**config.mk**
```make
export PLATFORM = sky130hd
export DESIGN_NAME = spc_sleep_ctrl
export DESIGN_NICKNAME = d
export VERILOG_FILES = /design/src/hdl/spc_timer.v /design/src/hdl/spc_sleep_ctrl.v
export VERILOG_INCLUDE_DIRS = /design/src /design/src/inc
export SDC_FILE = /design/constraint.sdc
export NUM_CORES = 1
export LEC_CHECK = 0
export ABC_CLOCK_PERIOD_IN_PS = 2500
export BUFFER_PORTS_ARGS = -buffer_cell sky130_fd_sc_hd__buf_2
export CORE_MARGIN = 2
export CORE_UTILIZATION = 55
export CTS_CLUSTER_SIZE = 20
export DETAILED_ROUTE_END_ITERATION = 10
export PLACE_DENSITY = 0.72
export SYNTH_ARGS = -nofsm -noshare
export SYNTH_HDL_FRONTEND = slang
export SYNTH_HIERARCHICAL = 1
export SYNTH_SLANG_ARGS = --single-unit
```
**constraint.sdc**
```tcl
create_clock -name ref_clk -period 2.5 [get_ports ref_clk]
set_input_delay 0.5 -clock ref_clk [delete_from_list [all_inputs] [get_ports ref_clk]]
set_output_delay 0.5 -clock ref_clk [all_outputs]
set_load 0.02 [all_outputs]
```
**src/inc/spc_defines.vh**
```
`ifndef SPC_DEFINES_VH
`define SPC_DEFINES_VH

// ---------------------------------------------------------------
// clock and timing
// ---------------------------------------------------------------
`define SPC_CLK_PERIOD_PS     4000
// times in microseconds, as printed defaults of our own
`define SPC_GRACE_US          1000
`define SPC_RELDLY_US         2000
`define SPC_STUCK_US          500
`define SPC_US_TO_CYC(us)     ((us) * 1000000 / `SPC_CLK_PERIOD_PS)
`define SPC_GRACE_CYC         `SPC_US_TO_CYC(`SPC_GRACE_US)
`define SPC_RELDLY_CYC        `SPC_US_TO_CYC(`SPC_RELDLY_US)
`define SPC_STUCK_CYC         `SPC_US_TO_CYC(`SPC_STUCK_US)
`define SPC_TMR_W             24

// ---------------------------------------------------------------
// register map (word offsets are byte addresses)
// ---------------------------------------------------------------
`define SPC_ADDR_W            4
`define SPC_REG_CTRL          4'h0
`define SPC_REG_OVR           4'h4
`define SPC_REG_STAT          4'h8

// ctrl fields
`define SPC_CTRL_HOLD         0
// override fields, one per wake source
`define SPC_OVR_LIN           0
`define SPC_OVR_STATUS        1
`define SPC_OVR_SWITCH        2
`define SPC_OVR_NET           3
`define SPC_NSRC              4

// status fields
`define SPC_STAT_ACTIVE       0
`define SPC_STAT_ACTV         1
`define SPC_STAT_HOLDOK       2
`define SPC_STAT_RSTOK        3
`define SPC_STAT_MINOK        4

`define SPC_CTRL_RST          8'h00
`define SPC_OVR_RST           8'h00

`endif

```
**src/hdl/spc_timer.v**
```verilog
`timescale 1ns/1ps
`include "spc_defines.vh"

// restartable up-counter, done once count reaches terminal
module spc_timer #(
  parameter W = `SPC_TMR_W
) (
  input  wire         ref_clk,   // clock
  input  wire         rst_n,     // async reset
  input  wire         restart,   // clear and count again
  input  wire         preset,    // force done
  input  wire [W-1:0] termCnt,   // terminal count
  output wire         done       // count reached
);

  reg [W-1:0] cnt_q;

  always @(posedge ref_clk or negedge rst_n) begin
    if (!rst_n) begin
      cnt_q <= {W{1'b0}};
    end else if (restart) begin
      cnt_q <= {W{1'b0}};
    end else if (preset) begin
      cnt_q <= termCnt;
    end else if (cnt_q != termCnt) begin
      cnt_q <= cnt_q + {{(W-1){1'b0}}, 1'b1};
    end
  end

  assign done = (cnt_q == termCnt);

endmodule

```
**src/hdl/spc_sleep_ctrl.v**
```verilog
// Implementation choices: the register offsets and the plain strobed port.
`timescale 1ns/1ps
`include "spc_defines.vh"

module spc_sleep_ctrl #(
  parameter GRACE_CYC  = `SPC_GRACE_CYC,   // grace time in cycles
  parameter RELDLY_CYC = `SPC_RELDLY_CYC,  // release delay in cycles
  parameter STUCK_CYC  = `SPC_STUCK_CYC    // stuck-reset time in cycles
) (
  input  wire                   ref_clk,              // always-on clock
  input  wire                   rst_n,                // async reset, low
  input  wire                   wakeQualified,        // qualified wake event pulse/level
  input  wire                   wakeInRange,          // supply in allowed wake range
  input  wire                   lowSupplyRegion,      // supply in low region
  input  wire                   switchedSupplyValid,  // switched supply valid
  input  wire                   linWake_n,            // lin activity, low active
  input  wire                   statusWake_n,         // status activity, low active
  input  wire                   localSwitchWake_n,    // local switch, low active
  input  wire                   electricalNetActivity,// net activity, high active
  input  wire                   powerHold_n,          // hold pin, low keeps active while switched supply valid
  input  wire                   resetPin_n,           // reset pin level
  input  wire [`SPC_ADDR_W-1:0] regAddr,              // register address
  input  wire [7:0]             regWdata,             // write data
  input  wire                   regWr,                // write strobe
  input  wire                   regRd,                // read strobe
  output reg  [7:0]             regRdata,             // read data, cycle after strobe
  output wire                   regEnableOut,         // regulator enable drive level
  output wire                   regEnableOe,          // regulator enable output enable
  output wire                   activeMode            // device is active
);

  // ---------------------------------------------------------------
  // states
  // ---------------------------------------------------------------
  localparam [1:0] ST_ACTIVE = 2'b01;
  localparam [1:0] ST_SLEEP  = 2'b10;

  localparam [`SPC_TMR_W-1:0] GRACE_T  = GRACE_CYC;
  localparam [`SPC_TMR_W-1:0] RELDLY_T = RELDLY_CYC;
  localparam [`SPC_TMR_W-1:0] STUCK_T  = STUCK_CYC;

  // ---------------------------------------------------------------
  // pin synchronisers
  // ---------------------------------------------------------------
  localparam NSYNC = 10;
  wire [NSYNC-1:0] pinRaw = {switchedSupplyValid, lowSupplyRegion, wakeInRange, wakeQualified,
                             resetPin_n, powerHold_n, electricalNetActivity,
                             localSwitchWake_n, statusWake_n, linWake_n};
  reg  [NSYNC-1:0] syncA_q;
  reg  [NSYNC-1:0] syncB_q;

  // all pins idle-high except activity, qualifiers and low region; reset to inactive values
  localparam [NSYNC-1:0] SYNC_RST = 10'h237;

  always @(posedge ref_clk or negedge rst_n) begin
    if (!rst_n) begin
      syncA_q <= SYNC_RST;
      syncB_q <= SYNC_RST;
    end else begin
      syncA_q <= pinRaw;
      syncB_q <= syncA_q;
    end
  end

  wire [`SPC_NSRC-1:0] srcActive;
  assign srcActive[`SPC_OVR_LIN]    = ~syncB_q[0];
  assign srcActive[`SPC_OVR_STATUS] = ~syncB_q[1];
  assign srcActive[`SPC_OVR_SWITCH] = ~syncB_q[2];
  assign srcActive[`SPC_OVR_NET]    =  syncB_q[3];
  wire holdPinLow  = ~syncB_q[4];
  wire rstPin      =  syncB_q[5];
  wire wakeQ       =  syncB_q[6];
  wire inRange     =  syncB_q[7];
  wire lowRegion   =  syncB_q[8];
  wire supplyValid =  syncB_q[9];

  // ---------------------------------------------------------------
  // registers
  // ---------------------------------------------------------------
  reg                  swHold_q;
  reg [`SPC_NSRC-1:0]  ovr_q;
  reg [1:0]            state_q;
  reg [1:0]            state_d;
  reg                  rstPinPrev_q;

  function isAddr;
    input [`SPC_ADDR_W-1:0] a;
    input [`SPC_ADDR_W-1:0] b;
    begin
      isAddr = (a == b);
    end
  endfunction

  wire wrCtrl = regWr && isAddr(regAddr, `SPC_REG_CTRL);
  wire wrOvr  = regWr && isAddr(regAddr, `SPC_REG_OVR);

  always @(posedge ref_clk or negedge rst_n) begin
    if (!rst_n) begin
      swHold_q <= 1'b0;
    end else if (wrCtrl) begin
      swHold_q <= regWdata[`SPC_CTRL_HOLD];
    end
  end

  // override bits; recovery of the masked input wins over a write
  genvar g;
  generate
    for (g = 0; g < `SPC_NSRC; g = g + 1) begin : gOvr
      always @(posedge ref_clk or negedge rst_n) begin
        if (!rst_n) begin
          ovr_q[g] <= 1'b0;
        end else if (ovr_q[g] && !srcActive[g]) begin
          ovr_q[g] <= 1'b0;
        end else if (wrOvr) begin
          ovr_q[g] <= regWdata[g];
        end
      end
    end
  endgenerate

  // ---------------------------------------------------------------
  // sleep conditions
  // ---------------------------------------------------------------
  wire activity   = |(srcActive & ~ovr_q);
  wire noActivity = ~activity | lowRegion;

  // software hold acts as a low hold pin; invalid supply ignores both
  wire holdAsserted = (holdPinLow | swHold_q) & supplyValid;
  wire isActive     = (state_q == ST_ACTIVE);
  wire enterActive  = !isActive && wakeQ && inRange;

  wire graceDone;
  wire relDone;
  wire rstFallDone;
  wire rstRiseDone;
  wire minActDone;

  // grace restarts on entry; a hold ends the grace wait, so that
  // after release only the release delay gates sleep
  spc_timer uGrace (
    .ref_clk (ref_clk),
    .rst_n   (rst_n),
    .restart (enterActive),
    .preset  (holdAsserted),
    .termCnt (GRACE_T),
    .done    (graceDone)
  );

  // release delay, skipped in the low region
  spc_timer uRelDly (
    .ref_clk (ref_clk),
    .rst_n   (rst_n),
    .restart (holdAsserted),
    .preset  (lowRegion),
    .termCnt (RELDLY_T),
    .done    (relDone)
  );

  wire rstFall = rstPinPrev_q & ~rstPin;
  wire rstRise = ~rstPinPrev_q & rstPin;

  always @(posedge ref_clk or negedge rst_n) begin
    if (!rst_n) begin
      rstPinPrev_q <= 1'b1;
    end else begin
      rstPinPrev_q <= rstPin;
    end
  end

  spc_timer uRstFall (
    .ref_clk (ref_clk),
    .rst_n   (rst_n),
    .restart (rstFall),
    .preset  (1'b0),
    .termCnt (STUCK_T),
    .done    (rstFallDone)
  );

  spc_timer uRstRise (
    .ref_clk (ref_clk),
    .rst_n   (rst_n),
    .restart (rstRise),
    .preset  (1'b0),
    .termCnt (GRACE_T),
    .done    (rstRiseDone)
  );

  // minimum active time counted from enable going low
  spc_timer uMinAct (
    .ref_clk (ref_clk),
    .rst_n   (rst_n),
    .restart (enterActive),
    .preset  (1'b0),
    .termCnt (GRACE_T),
    .done    (minActDone)
  );

  // while reset is low only the stuck timer gates resetOk; holdOk is
  // still required, so a hold keeps the device active despite a stuck pin
  wire resetOk = rstPin ? rstRiseDone : rstFallDone;
  wire holdOk  = !holdAsserted && relDone && graceDone;

  wire sleepOk = noActivity && holdOk && resetOk && minActDone;

  // ---------------------------------------------------------------
  // state machine; reset leaves the device active
  // ---------------------------------------------------------------
  always @* begin
    state_d = state_q;
    case (state_q)
      ST_ACTIVE: begin
        if (sleepOk) begin
          state_d = ST_SLEEP;
        end
      end
      ST_SLEEP: begin
        if (enterActive) begin
          state_d = ST_ACTIVE;
        end
      end
      default: begin
        state_d = ST_ACTIVE;
      end
    endcase
  end

  always @(posedge ref_clk or negedge rst_n) begin
    if (!rst_n) begin
      state_q <= ST_ACTIVE;
    end else begin
      state_q <= state_d;
    end
  end

  // enable is open drain: driven low when active, floated in sleep
  assign regEnableOut = 1'b0;
  assign regEnableOe  = isActive;
  assign activeMode   = isActive;

  // ---------------------------------------------------------------
  // register read
  // ---------------------------------------------------------------
  wire [7:0] statWord = {3'h0, minActDone, resetOk, holdOk, activity, isActive};

  always @(posedge ref_clk or negedge rst_n) begin
    if (!rst_n) begin
      regRdata <= 8'h00;
    end else if (regRd) begin
      if (isAddr(regAddr, `SPC_REG_CTRL)) begin
        regRdata <= {7'h00, swHold_q};
      end else if (isAddr(regAddr, `SPC_REG_OVR)) begin
        regRdata <= {4'h0, ovr_q};
      end else if (isAddr(regAddr, `SPC_REG_STAT)) begin
        regRdata <= statWord;
      end else begin
        regRdata <= 8'h00;
      end
    end else begin
      regRdata <= 8'h00;
    end
  end

endmodule

```
Word-level counts from Yosys, hierarchy flattened

Cells that the tools add are included.

Flip-flop bits (word level): 156
Input bits: 26
Output and inout port bits: 11
Logic and storage cells: 106

Add/sub/neg operators: 5
Equality and inequality tests: 16
Mux-type cells: 28
Bitwise gates (word level): 14
Reduce and logical (&&, ||, !) cells: 28

Operators by type and width:

| operator                                              | number |
|---|---|
| two-way mux 24 bit                                    | 12 |
| adder 24 x 1 -> 24 bit, second input constant         | 5 |
| equality test 24 x 18 -> 1 bit, second input constant | 3 |
| != test 24 x 18 -> 1 bit, second input constant       | 3 |
| equality test 24 x 17 -> 1 bit, second input constant | 1 |
| equality test 24 x 19 -> 1 bit, second input constant | 1 |
| != test 24 x 17 -> 1 bit, second input constant       | 1 |
| != test 24 x 19 -> 1 bit, second input constant       | 1 |
| two-way mux 5 bit                                     | 3 |
| nonzero test 2 bit                                    | 7 |
| logical AND 1 bit                                     | 13 |
| two-way mux 1 bit                                     | 9 |
| two-way mux 8 bit                                     | 1 |
| inverter 1 bit                                        | 7 |
| nonzero test 3 bit                                    | 2 |
| bitwise AND 4 bit                                     | 1 |
| equality test 4 x 3 -> 1 bit, second input constant   | 1 |
| equality test 4 bit, second input constant            | 1 |
| logical NOT 4 bit                                     | 1 |
| two-way mux 2 bit                                     | 2 |
| inverter 4 bit                                        | 1 |
| case mux 2 bit (2 select lines)                       | 1 |
| OR reduction 4 bit                                    | 1 |
| bitwise AND 1 bit                                     | 3 |
| other kinds (7)                                       | 10 |

Depth between registers and ports, before layout

Depth after elaboration: 11
Gate-level depth with buffers: 11
Gate-level depth less buffers: 8

Cells and area by module

Netlist, hierarchy kept.

Modules (own cells, without submodules):

| module         | times used | cells an instance | area an instance (µm²) | seq. area each (µm²) |
|---|---|---|---|---|
| spc_timer      | 5          | 210               | 1840.5                 | 600.6 |
| spc_sleep_ctrl | 1          | 96                | 1244.9                 | 843.3 |

Worst setup path before layout

Ideal clock, no wire load.

Path kind: flip-flop to flip-flop
Start point: register state_q[0]
End point: register uGrace.cnt_q[8]
Setup time: 65 ps
Data arrival time: 2038 ps
Required time: 2435 ps
Setup slack: 397 ps
Cell stages (with the launch flop): 8
Path buffers: 2
Period minus slack after synthesis: 2103 ps
Cells stage by stage: dfstp_2 > nor2b_1 > nor2_1 > clkbuf_1 > or2_2 > buf_1 > nor4_1 > a211o_1

Longest elaborated chain between the ends: 5
Elaborated cells between the ends (all ways): 6
Classes of those cells: 1 x eq/ne; 1 x mux; 4 x reduce/logical

RTL lines:

| item                                                                      | RTL line             | RTL |
|---|---|---|
| from (decl)                                                               | spc_sleep_ctrl.v:82  | `reg [1:0] state_q;` |
| from (signal assigned)                                                    | spc_sleep_ctrl.v:231 | `state_q <= state_d;` |
| equality test 2 x 1 -> 1 bit (*)                                          | spc_sleep_ctrl.v:129 | `wire isActive = (state_q == ST_ACTIVE);` |
| named net activeMode                                                      | spc_sleep_ctrl.v:29  | `output wire activeMode` |
| logical NOT 1 bit (*)                                                     | spc_sleep_ctrl.v:130 | `wire enterActive = !isActive && wakeQ && inRange;` |
| logical AND 1 bit (*) (2 in series)                                       | spc_sleep_ctrl.v:130 |  |
| named net enterActive                                                     | spc_sleep_ctrl.v:130 |  |
| nonzero test 3 bit (no line) / two-way mux 24 bit (equally long branches) | --                   |  |
| to (signal assigned)                                                      | spc_timer.v:22       | `cnt_q <= {W{1'b0}};` |
| to (signal assigned)                                                      | spc_timer.v:24       | `cnt_q <= termCnt;` |
| to (signal assigned)                                                      | spc_timer.v:26       | `cnt_q <= cnt_q + {{(W-1){1'b0}}, 1'b1};` |
| to (decl)                                                                 | spc_timer.v:16       | `reg [W-1:0] cnt_q;` |

The timed path passes the listed nets; every way through them passes the cells marked *.
A chain may end at the register's enable or synchronous reset.

Worst setup path in the final report

Start point: register uRstFall.cnt_q[8]
End point: register uRstFall.cnt_q[14]

Longest elaborated chain between the ends: 3
Elaborated cells between the ends (all ways): 5
Classes of those cells: 1 x add/sub; 1 x eq/ne; 2 x mux; 1 x reduce/logical

RTL lines:

| item                   | RTL line       | RTL |
|---|---|---|
| from (decl)            | spc_timer.v:16 |  |
| from (signal assigned) | spc_timer.v:20 | `cnt_q <= {W{1'b0}};` |
| from (signal assigned) | spc_timer.v:22 |  |
| from (signal assigned) | spc_timer.v:24 |  |
| adder 24 x 1 -> 24 bit | spc_timer.v:26 |  |
| two-way mux 24 bit     | spc_timer.v:25 | `end else if (cnt_q != termCnt) begin` |
| two-way mux 24 bit     | spc_timer.v:21 | `end else if (restart) begin` |

Parallel ways exist; a longest one is shown, timed or not. The select of a mux whose other input is x is not followed.

==> run metrics <==
All-Layer GR Usage=26.4%; CP Capture Type=flip-flop; Worst Path Max Fanout=9; Tmin final=2.32 ns; DRT Pass-1 Iters=6; Max-slew headroom=51.9%; PortBufs=28; top cell type's share of synthesized area=33.3%; HPWL Detailed=18100 um; Sink Count=153; TritonCTS clock tree=done; logic gate share of total power=19.9%; diode count=0; Yosys Warn Count=6; PD cells=582 nW/um^2; total CTS buffers=17; first-pass GRT wire length=42800 um; VDD IR max=498 uV; sequential share of power=43.9%; P_int=5.03 mW; row count=50; Synth Flop Type=dfrtp_1; mapped cell area=10400 um^2; deepest clock path buffer count=2; # setup viols final=0; syn avg cell area=9.12 um^2; Die Y=142 um; Die X-Extent=142 um; Fmax=431 MHz; CP Class=reg2reg; area leader, netlist=dfrtp_1; Placer Congestion=0.908; Hold-fix buffers, CTS=0; Power, Total=7.24 mW; final worst slack=0.180 ns; register area share after synthesis=36.8%; setup TNS=0 ns; Vias/cell=5.44; remaining global-route overflow=0; Switch Pwr=2.21 mW; post-synthesis xor/xnor area fraction=15.5%; P_leak=5.34 nW; Setup Fix Bufs, Post-CTS=0; vias post-DR=9136; number of max-cap violations=0; top-count cell post-synth=dfrtp_1; Net Sw Frac=30.6%; fin nets=1462; Avg WL per Cell=15.1 um; share of cells above drive strength 1=10.7%; FF-to-FF path depth=6; status=completed; fin util=66.7%; final antenna-violating net count=0; Simple-Gate Fraction of Synth Area=24.1%; starting density of the core=56.0%; vias in the first global route=8812; Worst Path Required=2.80 ns; Slew Limit Fails=0; Post-route DRC=0; initial antenna violation count=0; Reg2Reg Launch Point=uRstFall/cnt_q[8]$_DFFE_PN0P_; distinct cell type count after synthesis=56; CTS resizes=0; main combinational cell family by area after synthesis=simple AND/OR/NAND/NOR gates; crit path launch type=flip-flop; final setup skew=0.00739 ns; most instantiated cells after synthesis=dfrtp_1, xor2_1, nand2_1; P&R area growth vs syn=19.0%; num ports=37; clock latency on the worst-skew pair=0.43 ns; clock transition at the registers of the reported paths=0.06 ns; post-synthesis compound-gate area fraction=18.4%; min-delay worst type=in2async; setup slack, reg-to-reg=0.18 ns; #FFs+latches synth=153; die area=20100 um^2; H-tree depth=4; DRT iter0 DRCs=572; placed cell count=1646; Hold Fails Final Rpt=0; ys async rst share=100%; Synth Area in Adders=0.599%; RSZ-0062 raised after global routing=false; Core Region=18600 um^2; largest net degree at the start of global routing=59; post-synthesis mux area share=0.216%; number of synthesized flops with an enable pin=0; Clock Power Share=36.2%; Slew @ Worst Pin=0.718 ns; Min Hold Slack=0.0203 ns; WP data arrival=2.62 ns; pre-CTS setup slack=0.0983 ns; ranking of synthesized cells by area=dfrtp_1, xor2_1, xnor2_1; RR Endpoint=uRstFall/cnt_q[14]$_DFFE_PN0P_; dpl cell area=11800 um^2; final WL=25300 um; Design Area, Final=12400 um^2; period utilization=92.8%; cell count after synthesis=1146; CTS Root Cell=clkbuf_16; Final Non-Filler Cells=1678
==> cells in the final DEF, fill, tap and decap left out, drive strengths merged, types with 15 or more instances in the layout <==
cell type / count
conb: 257
dfrtp: 139
xor2: 125
nand2: 105
nor2: 89
buf: 68
xnor2: 60
nor4: 51
a211oi: 46
o21ai: 45
a21oi: 42
nand4: 35
and3: 32
nand3: 31
and4: 30
inv: 27
a311oi: 25
clkbuf: 24
o31ai: 22
and2: 16
or4: 15
o21bai: 15
o211ai: 15
a2111oi: 15
==> critical path: stages (launching register included) <==
cell	delay (ns)
dfrtp_1	0.44
xor2_1	0.20
nor4_1	0.37
and4_1	0.43
a21oi_2	0.19
nor4bb_1	0.18
a2111oi_1	0.38
==> worst max path at each step <==
stage / from / endpoint / slack, ns / cells after the start
after floorplan: state_q[0]$_DFFE_PN1P_ / uGrace/cnt_q[8]$_DFFE_PN0P_ / 0.40 / 7
after global placement: uGrace/cnt_q[8]$_DFFE_PN0P_ / uGrace/cnt_q[14]$_DFFE_PN0P_ / 0.23 / 6
after detailed placement: uGrace/cnt_q[8]$_DFFE_PN0P_ / uGrace/cnt_q[14]$_DFFE_PN0P_ / 0.1 / 6
after CTS: uGrace/cnt_q[8]$_DFFE_PN0P_ / uGrace/cnt_q[14]$_DFFE_PN0P_ / 0.10 / 6
after global routing: uRstFall/cnt_q[8]$_DFFE_PN0P_ / state_q[1]$_DFFE_PN0P_ / 0.05 / 8
final: uRstFall/cnt_q[8]$_DFFE_PN0P_ / uRstFall/cnt_q[14]$_DFFE_PN0P_ / 0.18 / 6
==> metal layers <==
metal / global-route usage (%) / up-vias / wire length [um]
met2: 43.2 / 189 / 11900
met5: 0 / - / 0
met3: 4.56 / 44 / 979
li1: - / 4569 / -
met1: 36.7 / 4334 / 12100
met4: 6.95 / 0 / 397
==> cell type report <==
class                           count  area [um^2]
Clock buffer                       24          472
Clock inverter                      8          119
Fill cell                        1512         6210
Inverter                           27          114
Multi-Input combinational cell   1164         7120
Sequential cell                   153         3850
Tap cell                          234          293
Timing Repair Buffer               68          472
==> sequential cells by signal, indices dropped and copies added, names as in the netlist <==
signal / flops
uRstFall/cnt_q: 24
uRstRise/cnt_q: 24
state_q: 2
regRdata: 5
syncB_q: 10
uRelDly/cnt_q: 24
swHold_q: 1
uGrace/cnt_q: 24
syncA_q: 10
rstPinPrev_q: 1
ovr_q: 4
uMinAct/cnt_q: 24
==> cell families after synthesis <==
family / Yosys count
other: 2
adders and majority gates: 5
xor gates and xnor gates: 185
AOI/OAI and AO/OA: 264
DFF: 153
buffers and inverters: 84
muxes: 2
and+or+nand+nor: 451
==> power groups by stage <==
stage | Clock [mW] | Combinational, mW | Sequential [mW]
floorplan | 0 | 1.07 | 3.11
global placement | 0 | 1.37 | 3.20
detailed placement | 0 | 1.40 | 3.21
CTS | 2.68 | 1.42 | 3.17
global route | 2.79 | 1.63 | 3.22
finish | 2.62 | 1.44 | 3.18
Note: power is estimated with default switching activity, not from simulation.
